<file path="src/irq_status_defs.svh">
// register offsets, field positions and reset values of the dual-side interrupt status block
// assumes byte addressing on a 32-bit apb slave
`ifndef IRQ_STATUS_DEFS_SVH
`define IRQ_STATUS_DEFS_SVH
`define HOST_IRQ_OFFSET 12'h4e4
`define HL_MAILBOX_OFFSET 12'h4e8
`define LOCAL_IRQ_OFFSET 12'h4f4
`define LH_MAILBOX_OFFSET 12'h4f8
`define SOFT_RESET_OFFSET 12'h4e0
`define EVENT_SOURCE_EVENTS 10
`define ENABLE_LSB 16
`define ENABLE_MSB 25
`define STATUS_MSB 9
`define BIT_LOCAL_OVF 0
`define BIT_PCI_OVF 1
`define BIT_RESERVED 2
`define BIT_MAILBOX 3
`define BIT_EXT_SIGNAL 4
`define BIT_DMA_DONE 5
`define BIT_IN_NOT_EMPTY 6
`define BIT_OUT_NOT_EMPTY 7
`define BIT_TARGET_ABORT 8
`define BIT_MASTER_ABORT 9
`define MAILBOX_IRQ_BIT 31
`define SOFT_RESET_BIT 1
`define EVENTS_RESET 10'h000
`define HOST_WRITABLE_MASK 10'h33b
`define LOCAL_WRITABLE_MASK 10'h32b
`define HOST_ENABLE_MASK 10'h3fb
`define LOCAL_ENABLE_MASK 10'h3eb
`endif

</file>
<file path="src/irq_status_pkg.sv">
// types used by the interrupt status block, not by its register bank
package irq_status_pkg;
    typedef logic [9:0] event_vec_t;
    typedef enum logic [1:0] {
        apb_idle,
        apb_access
    } apb_phase_t;
endpackage : irq_status_pkg

</file>
<file path="src/irq_bank_if.sv">
// carrier between the top module and one side's enable/status bank
`timescale 1ns/1ps
interface irq_bank_if;
    logic write_strobe;
    logic [31:0] write_data;
    logic [9:0] raise;
    logic clear_mailbox;
    logic [9:0] mirror;
    logic [31:0] read_value;
    logic irq;
    modport owner (output write_strobe, write_data, raise, clear_mailbox, mirror,
        input read_value, irq);
    modport bank (input write_strobe, write_data, raise, clear_mailbox, mirror,
        output read_value, irq);
endinterface : irq_bank_if

</file>
<file path="src/dual_side_interrupt_status.sv">
// dual-side interrupt enable and status registers behind an apb slave
// assumes event pulses and queue flags come from logic on the same clock
//
// Function
// RULE1: bits 25:16 hold ten enables, default zero
// RULE2: bits 9:0 hold ten event status bits
// RULE3: writing one clears status, except bits 6, 7
// RULE4: bit 6 mirrors inbound queue not empty, read-only
// RULE5: bit 7 mirrors outbound queue not empty, read-only
// RULE6: all enables zero after reset
// RULE7: all status bits zero after reset
// RULE8: reserved bits read zero
// RULE9: host bits 3, 4: mailbox, external signal
// RULE10: local bit 3: host-to-local mailbox event
// RULE11: bits 0, 1: local and pci fifo overflow
// RULE12: bit 5: dma complete
// RULE13: bits 8, 9: target and master abort
// RULE14: enables 6, 7 gate queue not-empty events
// RULE15: interrupt output when enabled status active
// RULE16: mailbox bit write raises host mailbox event
// RULE17: soft reset clears only local bit 3
//
// Chosen here: register access over APB.
`timescale 1ns/1ps
`include "irq_status_defs.svh"
module dual_side_interrupt_status (
    // clock and reset
    input wire logic clock,
    input wire logic reset_n,
    // apb slave
    input wire logic psel,
    input wire logic penable,
    input wire logic pwrite,
    input wire logic [11:0] paddr,
    input wire logic [31:0] pwdata,
    input wire logic [3:0] pstrb,
    output logic [31:0] prdata,
    output logic pready,
    output logic pslverr,
    // event sources, one-cycle pulses
    input wire logic local_fifo_overflow,
    input wire logic pci_fifo_overflow,
    input wire logic ext_signal_event,
    input wire logic dma_done,
    input wire logic target_abort,
    input wire logic master_abort,
    input wire logic host_write_mailbox,
    // queue flags, levels
    input wire logic inbound_queue_status,
    input wire logic outbound_queue_status,
    // soft reset request, level
    input wire logic soft_reset,
    // interrupts
    output logic pci_irq,
    output logic local_irq
);
    irq_bank_if host_side();
    irq_bank_if local_side();

    irq_status_pkg::apb_phase_t phase;
    irq_status_pkg::apb_phase_t next_phase;
    logic [31:0] next_prdata;
    logic next_pready;
    logic next_pslverr;
    logic [31:0] lh_mailbox;
    logic [31:0] hl_mailbox;
    logic [31:0] next_lh_mailbox;
    logic [31:0] next_hl_mailbox;
    logic soft_reset_q;
    logic next_soft_reset_q;
    logic next_pci_irq;
    logic next_local_irq;
    logic write_now;
    logic mailbox_raise;
    logic [31:0] strobe_mask;

    assign write_now = psel && penable && pwrite && pready;
    assign strobe_mask = {{8{pstrb[3]}}, {8{pstrb[2]}}, {8{pstrb[1]}}, {8{pstrb[0]}}};
    // local writes the interrupt-to-host bit of its outgoing mailbox
    assign mailbox_raise = write_now && (paddr == `LH_MAILBOX_OFFSET) && pstrb[3]
        && pwdata[`MAILBOX_IRQ_BIT];

    // host side register
    always_comb begin
        host_side.write_strobe = write_now && (paddr == `HOST_IRQ_OFFSET) && (&pstrb);
        host_side.write_data = pwdata;
        host_side.raise = 10'h000;
        host_side.raise[`BIT_LOCAL_OVF] = local_fifo_overflow; // RULE11
        host_side.raise[`BIT_PCI_OVF] = pci_fifo_overflow; // RULE11
        host_side.raise[`BIT_MAILBOX] = mailbox_raise || host_write_mailbox; // RULE9 RULE16
        host_side.raise[`BIT_EXT_SIGNAL] = ext_signal_event; // RULE9
        host_side.raise[`BIT_DMA_DONE] = dma_done; // RULE12
        host_side.raise[`BIT_TARGET_ABORT] = target_abort; // RULE13
        host_side.raise[`BIT_MASTER_ABORT] = master_abort; // RULE13
        host_side.clear_mailbox = 1'b0; // RULE17
        host_side.mirror = 10'h000;
        host_side.mirror[`BIT_IN_NOT_EMPTY] = inbound_queue_status; // RULE4
        host_side.mirror[`BIT_OUT_NOT_EMPTY] = outbound_queue_status; // RULE5
    end

    // local side register
    always_comb begin
        local_side.write_strobe = write_now && (paddr == `LOCAL_IRQ_OFFSET) && (&pstrb);
        local_side.write_data = pwdata;
        local_side.raise = 10'h000;
        local_side.raise[`BIT_LOCAL_OVF] = local_fifo_overflow; // RULE11
        local_side.raise[`BIT_PCI_OVF] = pci_fifo_overflow; // RULE11
        local_side.raise[`BIT_MAILBOX] = write_now && (paddr == `HL_MAILBOX_OFFSET)
            && pstrb[3] && pwdata[`MAILBOX_IRQ_BIT]; // RULE10
        local_side.raise[`BIT_DMA_DONE] = dma_done; // RULE12
        local_side.raise[`BIT_TARGET_ABORT] = target_abort; // RULE13
        local_side.raise[`BIT_MASTER_ABORT] = master_abort; // RULE13
        local_side.clear_mailbox = soft_reset && !soft_reset_q; // RULE17
        local_side.mirror = 10'h000;
        local_side.mirror[`BIT_IN_NOT_EMPTY] = inbound_queue_status; // RULE4
        local_side.mirror[`BIT_OUT_NOT_EMPTY] = outbound_queue_status; // RULE5
    end

    irq_bank #(
        .ENABLE_MASK(`HOST_ENABLE_MASK),
        .CLEAR_MASK(`HOST_WRITABLE_MASK)
    ) host_bank (
        .clock(clock),
        .reset_n(reset_n),
        .port(host_side.bank)
    );

    irq_bank #(
        .ENABLE_MASK(`LOCAL_ENABLE_MASK),
        .CLEAR_MASK(`LOCAL_WRITABLE_MASK)
    ) local_bank (
        .clock(clock),
        .reset_n(reset_n),
        .port(local_side.bank)
    );

    // apb phase, read data and mailbox data
    always_comb begin
        next_phase = phase;
        next_pready = 1'b0;
        next_pslverr = 1'b0;
        next_prdata = prdata;
        next_lh_mailbox = lh_mailbox;
        next_hl_mailbox = hl_mailbox;
        case (phase)
            irq_status_pkg::apb_idle: begin
                if (psel && !penable) begin
                    next_phase = irq_status_pkg::apb_access;
                    next_pready = 1'b1;
                    next_prdata = 32'h0000_0000;
                    case (paddr)
                        `HOST_IRQ_OFFSET: next_prdata = host_side.read_value;
                        `LOCAL_IRQ_OFFSET: next_prdata = local_side.read_value;
                        `HL_MAILBOX_OFFSET: next_prdata = hl_mailbox;
                        `LH_MAILBOX_OFFSET: next_prdata = lh_mailbox;
                        default: next_pslverr = 1'b1;
                    endcase
                    if (pwrite) begin
                        next_prdata = 32'h0000_0000;
                    end
                end
            end
            irq_status_pkg::apb_access: begin
                next_phase = irq_status_pkg::apb_idle;
            end
            default: next_phase = irq_status_pkg::apb_idle;
        endcase
        // the interrupt-to-host bit is write only, so keep only the data bytes
        if (write_now && paddr == `LH_MAILBOX_OFFSET) begin
            next_lh_mailbox = ((lh_mailbox & ~strobe_mask) | (pwdata & strobe_mask))
                & 32'h0000_ffff;
        end
        if (write_now && paddr == `HL_MAILBOX_OFFSET) begin
            next_hl_mailbox = ((hl_mailbox & ~strobe_mask) | (pwdata & strobe_mask))
                & 32'h0000_ffff;
        end
        next_soft_reset_q = soft_reset;
        next_pci_irq = host_side.irq; // RULE15
        next_local_irq = local_side.irq; // RULE15
    end

    always_ff @(posedge clock or negedge reset_n) begin
        if (!reset_n) begin
            phase <= irq_status_pkg::apb_idle;
            pready <= 1'b0;
            pslverr <= 1'b0;
            prdata <= 32'h0000_0000;
            lh_mailbox <= 32'h0000_0000;
            hl_mailbox <= 32'h0000_0000;
            soft_reset_q <= 1'b0;
            pci_irq <= 1'b0;
            local_irq <= 1'b0;
        end else begin
            phase <= next_phase;
            pready <= next_pready;
            pslverr <= next_pslverr;
            prdata <= next_prdata;
            lh_mailbox <= next_lh_mailbox;
            hl_mailbox <= next_hl_mailbox;
            soft_reset_q <= next_soft_reset_q;
            pci_irq <= next_pci_irq;
            local_irq <= next_local_irq;
        end
    end

    chk_mailbox_raise: assert property (@(posedge clock) disable iff (!reset_n)
        mailbox_raise |=> host_side.read_value[`BIT_MAILBOX])
        else $error("local mailbox write did not raise host event"); // RULE16
    chk_soft_reset: assert property (@(posedge clock) disable iff (!reset_n)
        (soft_reset && !soft_reset_q && !local_side.raise[`BIT_MAILBOX])
        |=> !local_side.read_value[`BIT_MAILBOX])
        else $error("soft reset left local mailbox event"); // RULE17
    chk_pci_irq: assert property (@(posedge clock) disable iff (!reset_n)
        host_side.irq |=> pci_irq) else $error("pci irq not driven"); // RULE15
    chk_local_irq: assert property (@(posedge clock) disable iff (!reset_n)
        !local_side.irq |=> !local_irq) else $error("local irq stuck"); // RULE15
    cov_host_read: cover property (@(posedge clock) disable iff (!reset_n)
        psel && penable && !pwrite && paddr == `HOST_IRQ_OFFSET);
    cov_soft_reset: cover property (@(posedge clock) disable iff (!reset_n)
        soft_reset && !soft_reset_q);
    cov_mailbox: cover property (@(posedge clock) disable iff (!reset_n) mailbox_raise ##2 pci_irq);
endmodule : dual_side_interrupt_status

</file>
<file path="src/irq_bank.sv">
// one side's enable field and event status field
// assumes event pulses and mirrors are on the same clock
`timescale 1ns/1ps
`include "irq_status_defs.svh"
module irq_bank #(
    parameter logic [9:0] ENABLE_MASK = 10'h3fb,
    parameter logic [9:0] CLEAR_MASK = 10'h33b
) (
    // clock and reset
    input wire logic clock,
    input wire logic reset_n,
    // owner side
    irq_bank_if.bank port
);
    logic [9:0] enable;
    logic [9:0] status;
    logic [9:0] next_enable;
    logic [9:0] next_status;
    logic [9:0] view;

    always_comb begin
        next_enable = enable;
        next_status = status;
        if (port.write_strobe) begin
            next_enable = port.write_data[`ENABLE_MSB:`ENABLE_LSB] & ENABLE_MASK; // RULE1 RULE8
            next_status = status & ~(port.write_data[`STATUS_MSB:0] & CLEAR_MASK); // RULE3
        end
        if (port.clear_mailbox) begin
            next_status[`BIT_MAILBOX] = 1'b0; // RULE17
        end
        // set wins over clear
        next_status = (next_status | port.raise) & CLEAR_MASK; // RULE9 RULE10 RULE11 RULE12 RULE13
    end

    always_ff @(posedge clock or negedge reset_n) begin
        if (!reset_n) begin
            enable <= 10'h000; // RULE6
            status <= `EVENTS_RESET; // RULE7
        end else begin
            enable <= next_enable;
            status <= next_status;
        end
    end

    // mirrors are read only and come straight from the queue flags
    assign view = status | (port.mirror & ~CLEAR_MASK & ENABLE_MASK); // RULE4 RULE5 RULE8
    assign port.read_value = {6'h00, enable, 6'h00, view}; // RULE2
    assign port.irq = |(view & enable); // RULE14 RULE15

    chk_write_clears_bit: assert property (@(posedge clock) disable iff (!reset_n)
        port.write_strobe && port.write_data[0] && !port.raise[0] && !port.clear_mailbox
        |=> !status[0]) else $error("status bit 0 not cleared by write of one"); // RULE3
    chk_reserved_zero: assert property (@(posedge clock) disable iff (!reset_n)
        !port.read_value[`BIT_RESERVED] && !port.read_value[`ENABLE_LSB + `BIT_RESERVED])
        else $error("reserved bit reads nonzero"); // RULE8
    chk_mirror_follows: assert property (@(posedge clock) disable iff (!reset_n)
        port.read_value[`BIT_IN_NOT_EMPTY] == port.mirror[`BIT_IN_NOT_EMPTY])
        else $error("inbound mirror mismatch"); // RULE4
    chk_mirror_out: assert property (@(posedge clock) disable iff (!reset_n)
        port.read_value[`BIT_OUT_NOT_EMPTY] == port.mirror[`BIT_OUT_NOT_EMPTY])
        else $error("outbound mirror mismatch"); // RULE5
    chk_raise_sets: assert property (@(posedge clock) disable iff (!reset_n)
        port.raise[`BIT_DMA_DONE] |=> status[`BIT_DMA_DONE])
        else $error("dma event not latched"); // RULE12
    chk_irq_gated: assert property (@(posedge clock) disable iff (!reset_n)
        (enable == 10'h000) |-> !port.irq) else $error("irq with no enables"); // RULE15
    cov_event_irq: cover property (@(posedge clock) disable iff (!reset_n)
        port.raise[`BIT_DMA_DONE] ##1 port.irq);
endmodule : irq_bank

</file>
<file path="config.mk">
export PLATFORM = sky130hd
export DESIGN_NAME = dual_side_interrupt_status
export DESIGN_NICKNAME = d
export VERILOG_FILES = /design/src/irq_status_pkg.sv /design/src/irq_bank_if.sv /design/src/dual_side_interrupt_status.sv /design/src/irq_bank.sv
export VERILOG_INCLUDE_DIRS = /design/src
export SDC_FILE = /design/constraint.sdc
export NUM_CORES = 1
export LEC_CHECK = 0
export BUFFER_PORTS_ARGS = -buffer_cell sky130_fd_sc_hd__buf_2
export CAP_MARGIN = 25
export CORE_ASPECT_RATIO = 1.5
export CORE_MARGIN = 1
export CORE_UTILIZATION = 55
export CTS_CLUSTER_DIAMETER = 40
export DETAILED_ROUTE_END_ITERATION = 12
export PLACE_DENSITY = 0.87
export SYNTH_ARGS = -nofsm -noshare
export SYNTH_HDL_FRONTEND = slang
export SYNTH_HIERARCHICAL = 1
export SYNTH_SLANG_ARGS = --single-unit
export TNS_END_PERCENT = 100
</file>
<file path="constraint.sdc">
create_clock -name clock -period 5.58 [get_ports clock]
set_input_delay 1.116 -clock clock [delete_from_list [all_inputs] [get_ports clock]]
set_output_delay 1.116 -clock clock [all_outputs]
set_load 0.05 [all_outputs]
</file>
==> run summary, run 1 <==
endpoints failing hold = 0
Post-CTS Resized = 0
Yosys warnings = 6
static leakage = 2.796 nW
drc violations = 0
worst path bufs/invs = 1
wire length per cell = 17.38 um
Avg Inst Size Synth = 12.29 um^2
skew final = 0.007462 ns
Worst setup SP type = input pin
Worst-path clk slew = 0.06 ns
Vias/cell = 5.616
EDFF count, synth = 0
CTS Root Cell = clkbuf_16
hold crit path type = reg2reg
RSZ-0062 raised after global routing = false
first-pass GRT wire length = 16.20 mm
critical path type = in2reg
PwrDens = 262.7 nW/um^2
slew margin rel. = 29.19%
Design Area, Final = 5465 um^2
Final #Nets = 535
largest fanout on the critical path = 17
clk sinks = 100
CTS tree = done
most common cell in the netlist = dfrtp_1
initial antenna violation count = 0
antenna cells = 0
min Tclk post-route = 3.350 ns
worst hold stages = 2
worst r2r src = phase[0]$_DFFE_PN0P_
Worst EP arrival = 3.59 ns
final wirelength = 10.13 mm
setup bufs post-CTS = 0
Synth cell types = 43
Worst path depth = 5
worst path required time = 5.82 ns
Synth area leaders = dfrtp_1, mux2_2, mux2i_1, buf_4, a22o_1
final setup vio count = 0
Top FF cell, synth = dfrtp_1
GRT Total Usage = 23.80%
hold_sp = prdata[26]$_DFFE_PN0P_
CTS Buffer Depth = 2
layout cells sized above 1 = 35.92%
Ports = 99
CP max-delay cell = nor4_4
number of core rows = 41
cell taking the most area after synthesis = dfrtp_1
gpl congestion = 0.8248
Synth top area share = 52.22%
peak supply drop = 185.1 uV
clk_lat worst skew = 0.34 ns
Finished Layout Cells = 583
hold-fix buffer count after cts = 0
Worst setup EP type = register
sequential area share after synthesis = 52.22%
DRT antenna net count = 0
part of the cycle the worst path needs = 60.04%
H-tree levels = 3
Max Cap Viol = 0
dpl cells = 568
CP max stage delay = 0.81 ns
register bit count reported by yosys = 100
Initial DRT Pass Iterations = 4
Buffers on Ports = 92
status = finished, final reports clean
Starting Density = 56.96%
critical path launch point = pwrite
GR Overflow Total = 0
Reg2Reg Depth = 4
DRT iter0 DRCs = 163
post-DP HPWL = 7.011 mm
vias in the first global route = 3286
Post-synth top cells = dfrtp_1, mux2i_1, mux2_2
Syn Inst Count = 390
Area Growth Syn to Fin = 14.05%
Die X-Extent = 78.22 um
Worst-Margin Slew = 1.054 ns
via count = 3274
CTS Buf Count = 9
Final Max Slew Viols = 0
die area = 9098 um^2
largest net degree at the start of global routing = 56
crit path cell chain = buf_2, or4b_2, nor4_4, nand2_1, o21ai_0
asr flop ratio synth = 100.0%
Fmax = 298.5 MHz
Core ar. = 8413 um^2
cell family with most CP delay = simple AND/OR/NAND/NOR gates
Synth Cell Area = 4792 um^2
Die Y = 116.3 um
setup TNS = 0 ns
Post-DP Area = 5174 um^2
worst register-to-register path: cells and delay by family, from the launching register on:
kind	cells	cell delay, ns
flops	1	0.37
simple gates	3	1.99
compound gates	1	0.33
final cells by class:
type,instances,area (um^2)
multi-input combinational,261,2027
tap,107,133.9
timing repair buffer,96,495.5
fill,647,2948
inverter,4,15.01
clock inverter,5,52.55
sequential,100,2502
clock buffer,10,239.0
through the flow:
stage	worst slack, ns	utilization, %	total power [mW]	hold WS, ns
final	2.230	64.96	1.436	0.4740
after floorplan	2.442	-	0.8028	0.4695
after CTS	2.234	64.96	1.442	0.4826
after global routing	2.089	64.96	1.489	0.5050
after detailed placement	1.920	61.50	0.8352	0.4665
after global placement	1.975	61.50	0.8321	0.4566
report_power, final:
part / switching, mW / internal (mW)
Clock: 0.259 / 0.355
Sequential: 0.00104 / 0.727
Combinational: 0.0602 / 0.0343
cell usage in the layout (no fill, tap or decap), drive strengths merged, types with 2 or more instances in the layout:
master / n
nand2: 35
nor2: 4
a22oi: 5
dfrtp: 100
buf: 96
nand3: 2
nor3b: 2
clkbuf: 10
a22o: 17
o21ai: 16
mux2: 49
mux2i: 48
nor2b: 2
or4b: 2
conb: 31
o22ai: 16
a31o: 2
a21o: 11
nand4: 3
clkinv: 3
inv: 4
nor4: 3
nand2b: 2
cells by family (layout without fill, tap and decap cells):
group / after synthesis / count (layout) / synth area share [%]
AO/OA/AOI/OAI: 71 / 71 / 10.52
AND/OR/NAND/NOR: 62 / 62 / 7.441
buffers and inverters: 57 / 115 / 7.806
other: 3 / 31 / 0.2350
multiplexers: 97 / 97 / 21.78
flip-flops: 100 / 100 / 52.22
final timing paths:
check                                                  end  slack, ns
max in group asynchronous       asynchronous set/reset pin       3.72
min in group asynchronous            prdata[2]$_DFFE_PN0P_       0.79
worst min-delay path                prdata[26]$_DFFE_PN0P_       0.47
worst max-delay path                prdata[16]$_DFFE_PN0P_       2.23
worst max register to register      prdata[16]$_DFFE_PN0P_       2.78
worst min register to register      prdata[26]$_DFFE_PN0P_       0.47
routing by layer:
metal,vias up,GRT usage (%),share of wire [%]
met4,0,12.72,2.9
met1,1647,28.53,41
met2,95,39.82,52
met5,-,0,0
met3,19,5.625,4.5
li1,1513,-,-
No activity file was read; power rests on OpenSTA's default activity.
==> inputs of run 2 (changes only) <==
--- a/config.mk
+++ b/config.mk
@@ -6,6 +6,7 @@
 export SDC_FILE = /design/constraint.sdc
 export NUM_CORES = 1
 export LEC_CHECK = 0
+export ABC_AREA = 1
 export BUFFER_PORTS_ARGS = -buffer_cell sky130_fd_sc_hd__buf_2
 export CAP_MARGIN = 25
 export CORE_ASPECT_RATIO = 1.5
@@ -13,7 +14,7 @@
 export CORE_UTILIZATION = 55
 export CTS_CLUSTER_DIAMETER = 40
 export DETAILED_ROUTE_END_ITERATION = 12
-export PLACE_DENSITY = 0.87
+export PLACE_DENSITY = 0.86
 export SYNTH_ARGS = -nofsm -noshare
 export SYNTH_HDL_FRONTEND = slang
 export SYNTH_HIERARCHICAL = 1
==> constraint.sdc (replaced) <==
create_clock -name clock -period 3.1 [get_ports clock]
set_input_delay 0.62 -clock clock [delete_from_list [all_inputs] [get_ports clock]]
set_output_delay 0.62 -clock clock [all_outputs]
set_load 0.05 [all_outputs]
==> run summary, run 2 <==
largest net degree at the start of global routing = 52 (-7.1%)
Worst EP arrival = 2.16 ns (-1.43 ns)
part of the cycle the worst path needs = 60.45%
Worst-Margin Slew = 0.6677 ns (-0.3866 ns)
CTS Root Cell = clkbuf_16
Buffers on Ports = 92 (unchanged)
hold-fix buffer count after cts = 0 (unchanged)
Final #Nets = 801 (+50%)
die area = 10040 um^2 (+10%)
Synth Cell Area = 5299 um^2 (+11%)
Die X-Extent = 82.14 um (+5.0%)
skew final = 0.005233 ns (-0.002229 ns)
Worst setup SP type = input pin
worst path required time = 3.39 ns (-2.43 ns)
XOR/XNOR Fraction of Synth Area = 0% (unchanged)
critical path type = in2reg
Worst setup EP type = register
PwrDens = 446.4 nW/um^2 (+70%)
dpl cells = 839 (+48%)
Top FF cell, synth = dfrtp_1
Max Cap Viol = 0 (unchanged)
Avg Inst Size Synth = 7.992 um^2 (-35%)
clk_lat worst skew = 0.35 ns (about the same)
status = finished, final reports clean
slew margin rel. = 55.49% (+26 points)
sequential area share after synthesis = 47.23% (-5.0 points)
Reg2Reg Depth = 7 (+3)
cell taking the most area after synthesis = dfrtp_1
worst hold slack = 0.2925 ns (-0.1815 ns)
Syn Inst Count = 663 (+70%)
final core occ = 64.36% (-0.60 points)
min Tclk post-route = 1.874 ns
Die Y = 122.2 um (+5.1%)
Fmax = 533.7 MHz
GR Overflow Total = 0 (unchanged)
Synth Area in Compound Gates = 10.81% (+0.29 points)
Comb power frac = 5.8% (-0.8 points)
final setup vio count = 0 (unchanged)
Ports = 99 (unchanged)
largest fanout on the critical path = 19 (+2)
Area Growth Syn to Fin = 13.06%
wire length per cell = 15.09 um (-13%)
initial antenna violation count = 0 (unchanged)
Internal Power = 2.083 mW (+87%)
EDFF count, synth = 0 (unchanged)
number of core rows = 43 (+4.9%)
GRT Total Usage = 27.90% (+4.1 points)
clk sinks = 100 (unchanged)
Sw Pwr = 0.5918 mW (+85%)
Finished Layout Cells = 855 (+47%)
peak supply drop = 329.6 uV (+78%)
most common cell after layout, fill and taps aside = nand2_1
Clock Power Share = 45.2% (+2.5 points)
drc violations = 0 (unchanged)
Final Max Slew Viols = 0 (unchanged)
Post-DP Area = 5672 um^2 (+9.6%)
register bit count reported by yosys = 100 (unchanged)
Synth Area in Adders = 0% (unchanged)
Initial DRT Pass Iterations = 5 (+1)
DRT iter0 DRCs = 585 (+260%)
CTS Buf Count = 9 (unchanged)
H-tree levels = 3 (unchanged)
hold crit path type = in2async
first-pass GRT wire length = 20.91 mm (+29%)
mux cell area share after synthesis = 0% (-22 points)
gpl congestion = 0.7950 (-3.6%)
RSZ-0062 raised after global routing = false
post-DP HPWL = 8.999 mm (+28%)
CTS Buffer Depth = 2 (unchanged)
layout cells sized above 1 = 21.00% (-15 points)
final wirelength = 12.90 mm (+27%)
vias in the first global route = 4481 (+36%)
post-synthesis simple-gate area fraction = 27.39% (+20 points)
worst setup margin = 1.226 ns (-1.004 ns)
Vias/cell = 5.502 (-2.0%)
Yosys warnings = 6 (unchanged)
Tot Pwr = 2.674 mW (+86%)
endpoints failing hold = 0 (unchanged)
antenna cells = 0 (unchanged)
most frequent cells in the layout = nand2_1, dfrtp_1, buf_2, inv_1, nand4_1
Synth area leaders = dfrtp_1, nand2_1, nand4_1, inv_1, buf_4
DRT antenna net count = 0 (unchanged)
Post-synth top cells = nand2_1, dfrtp_1, inv_1
Post-CTS Resized = 0 (unchanged)
Worst-path clk slew = 0.06 ns (about the same)
Synth top area share = 47.23% (-5.0 points)
largest family of logic cells by synthesized area = simple AND/OR/NAND/NOR gates
setup TNS = 0 ns (unchanged)
asr flop ratio synth = 100.0% (unchanged)
sequential share of power = 49.0% (-1.7 points)
via count = 4704 (+44%)
Sw Ratio = 22.13% (-0.15 points)
Synth cell types = 28 (-35%)
Setup Slack @ Placement = 0.9387 ns (-0.9809 ns)
most common cell in the netlist = nand2_1
Core ar. = 9308 um^2 (+11%)
static leakage = 3.353 nW (+20%)
CTS tree = done
Starting Density = 56.93% (about the same)
setup bufs post-CTS = 0 (unchanged)
Design Area, Final = 5991 um^2 (+9.6%)
-- run 2: cell count changes after synthesis, moves of 34 or more --
cell,change
mux2_2,-46
o21ai_1,+34
inv_1,+73
nand2_1,+182
nand4_1,+62
mux2i_1,-48
-- run 2: kinds of logic (layout without fill, tap and decap cells) --
family	Yosys count	in the layout
buffers and inverters	152	204
AND/OR/NAND/NOR	314	314
other	3	31
flip-flops	100	100
AO/OA/AOI/OAI	94	94
-- run 2: layout make-up --
cell class | count | area (um^2)
Fill cell | 775 | 3317
Sequential cell | 100 | 2502
Multi-Input combinational cell | 439 | 2141
Timing Repair Buffer | 106 | 580.6
Inverter | 82 | 307.8
Clock buffer | 12 | 246.5
Tap cell | 112 | 140.1
Clock inverter | 4 | 72.57
-- run 2: final timing paths --
path | end | slack (ns) | startpoint
min | local_bank/enable[1]$_DFFE_PN0P_ | 0.29 | reset_n
min reg2reg | prdata[14]$_DFFE_PN0P_ | 0.47 | prdata[14]$_DFFE_PN0P_
max reg2reg | host_bank/status[0]$_DFF_PN0_ | 1.29 | pready$_DFF_PN0_
max in group asynchronous | prdata[15]$_DFFE_PN0P_ | 2.11 | reset_n
min in group clock | soft_reset_q$_DFF_PN0_ | 0.39 | soft_reset
max | prdata[1]$_DFFE_PN0P_ | 1.23 | paddr[11]
-- run 2: metal layers --
layer / global-route usage (%) / part of all wire, %
met5: 0 / 0
met4: 17.54 / 4.3
met3: 3.941 / 6.2
met2: 44.83 / 50
met1: 34.74 / 40
-- run 2: power by group through the flow --
stage	clock (mW)	combinational [mW]	sequential, mW
global route	1.27	0.173	1.31
finish	1.21	0.155	1.31
floorplan	0	0.0896	1.34
global placement	0	0.149	1.33
detailed placement	0	0.153	1.34
CTS	1.22	0.154	1.31
-- run 2: critical path, stage by stage --
cell and delay (ns):
buf_2 0.10, inv_1 0.04, nand2_1 0.09, nor2_4 0.16, buf_4 0.25, nand2_1 0.07, nand2_1 0.09, and3_1 0.18
buf_4 0.28, o21ai_0 0.19, nand2_1 0.09
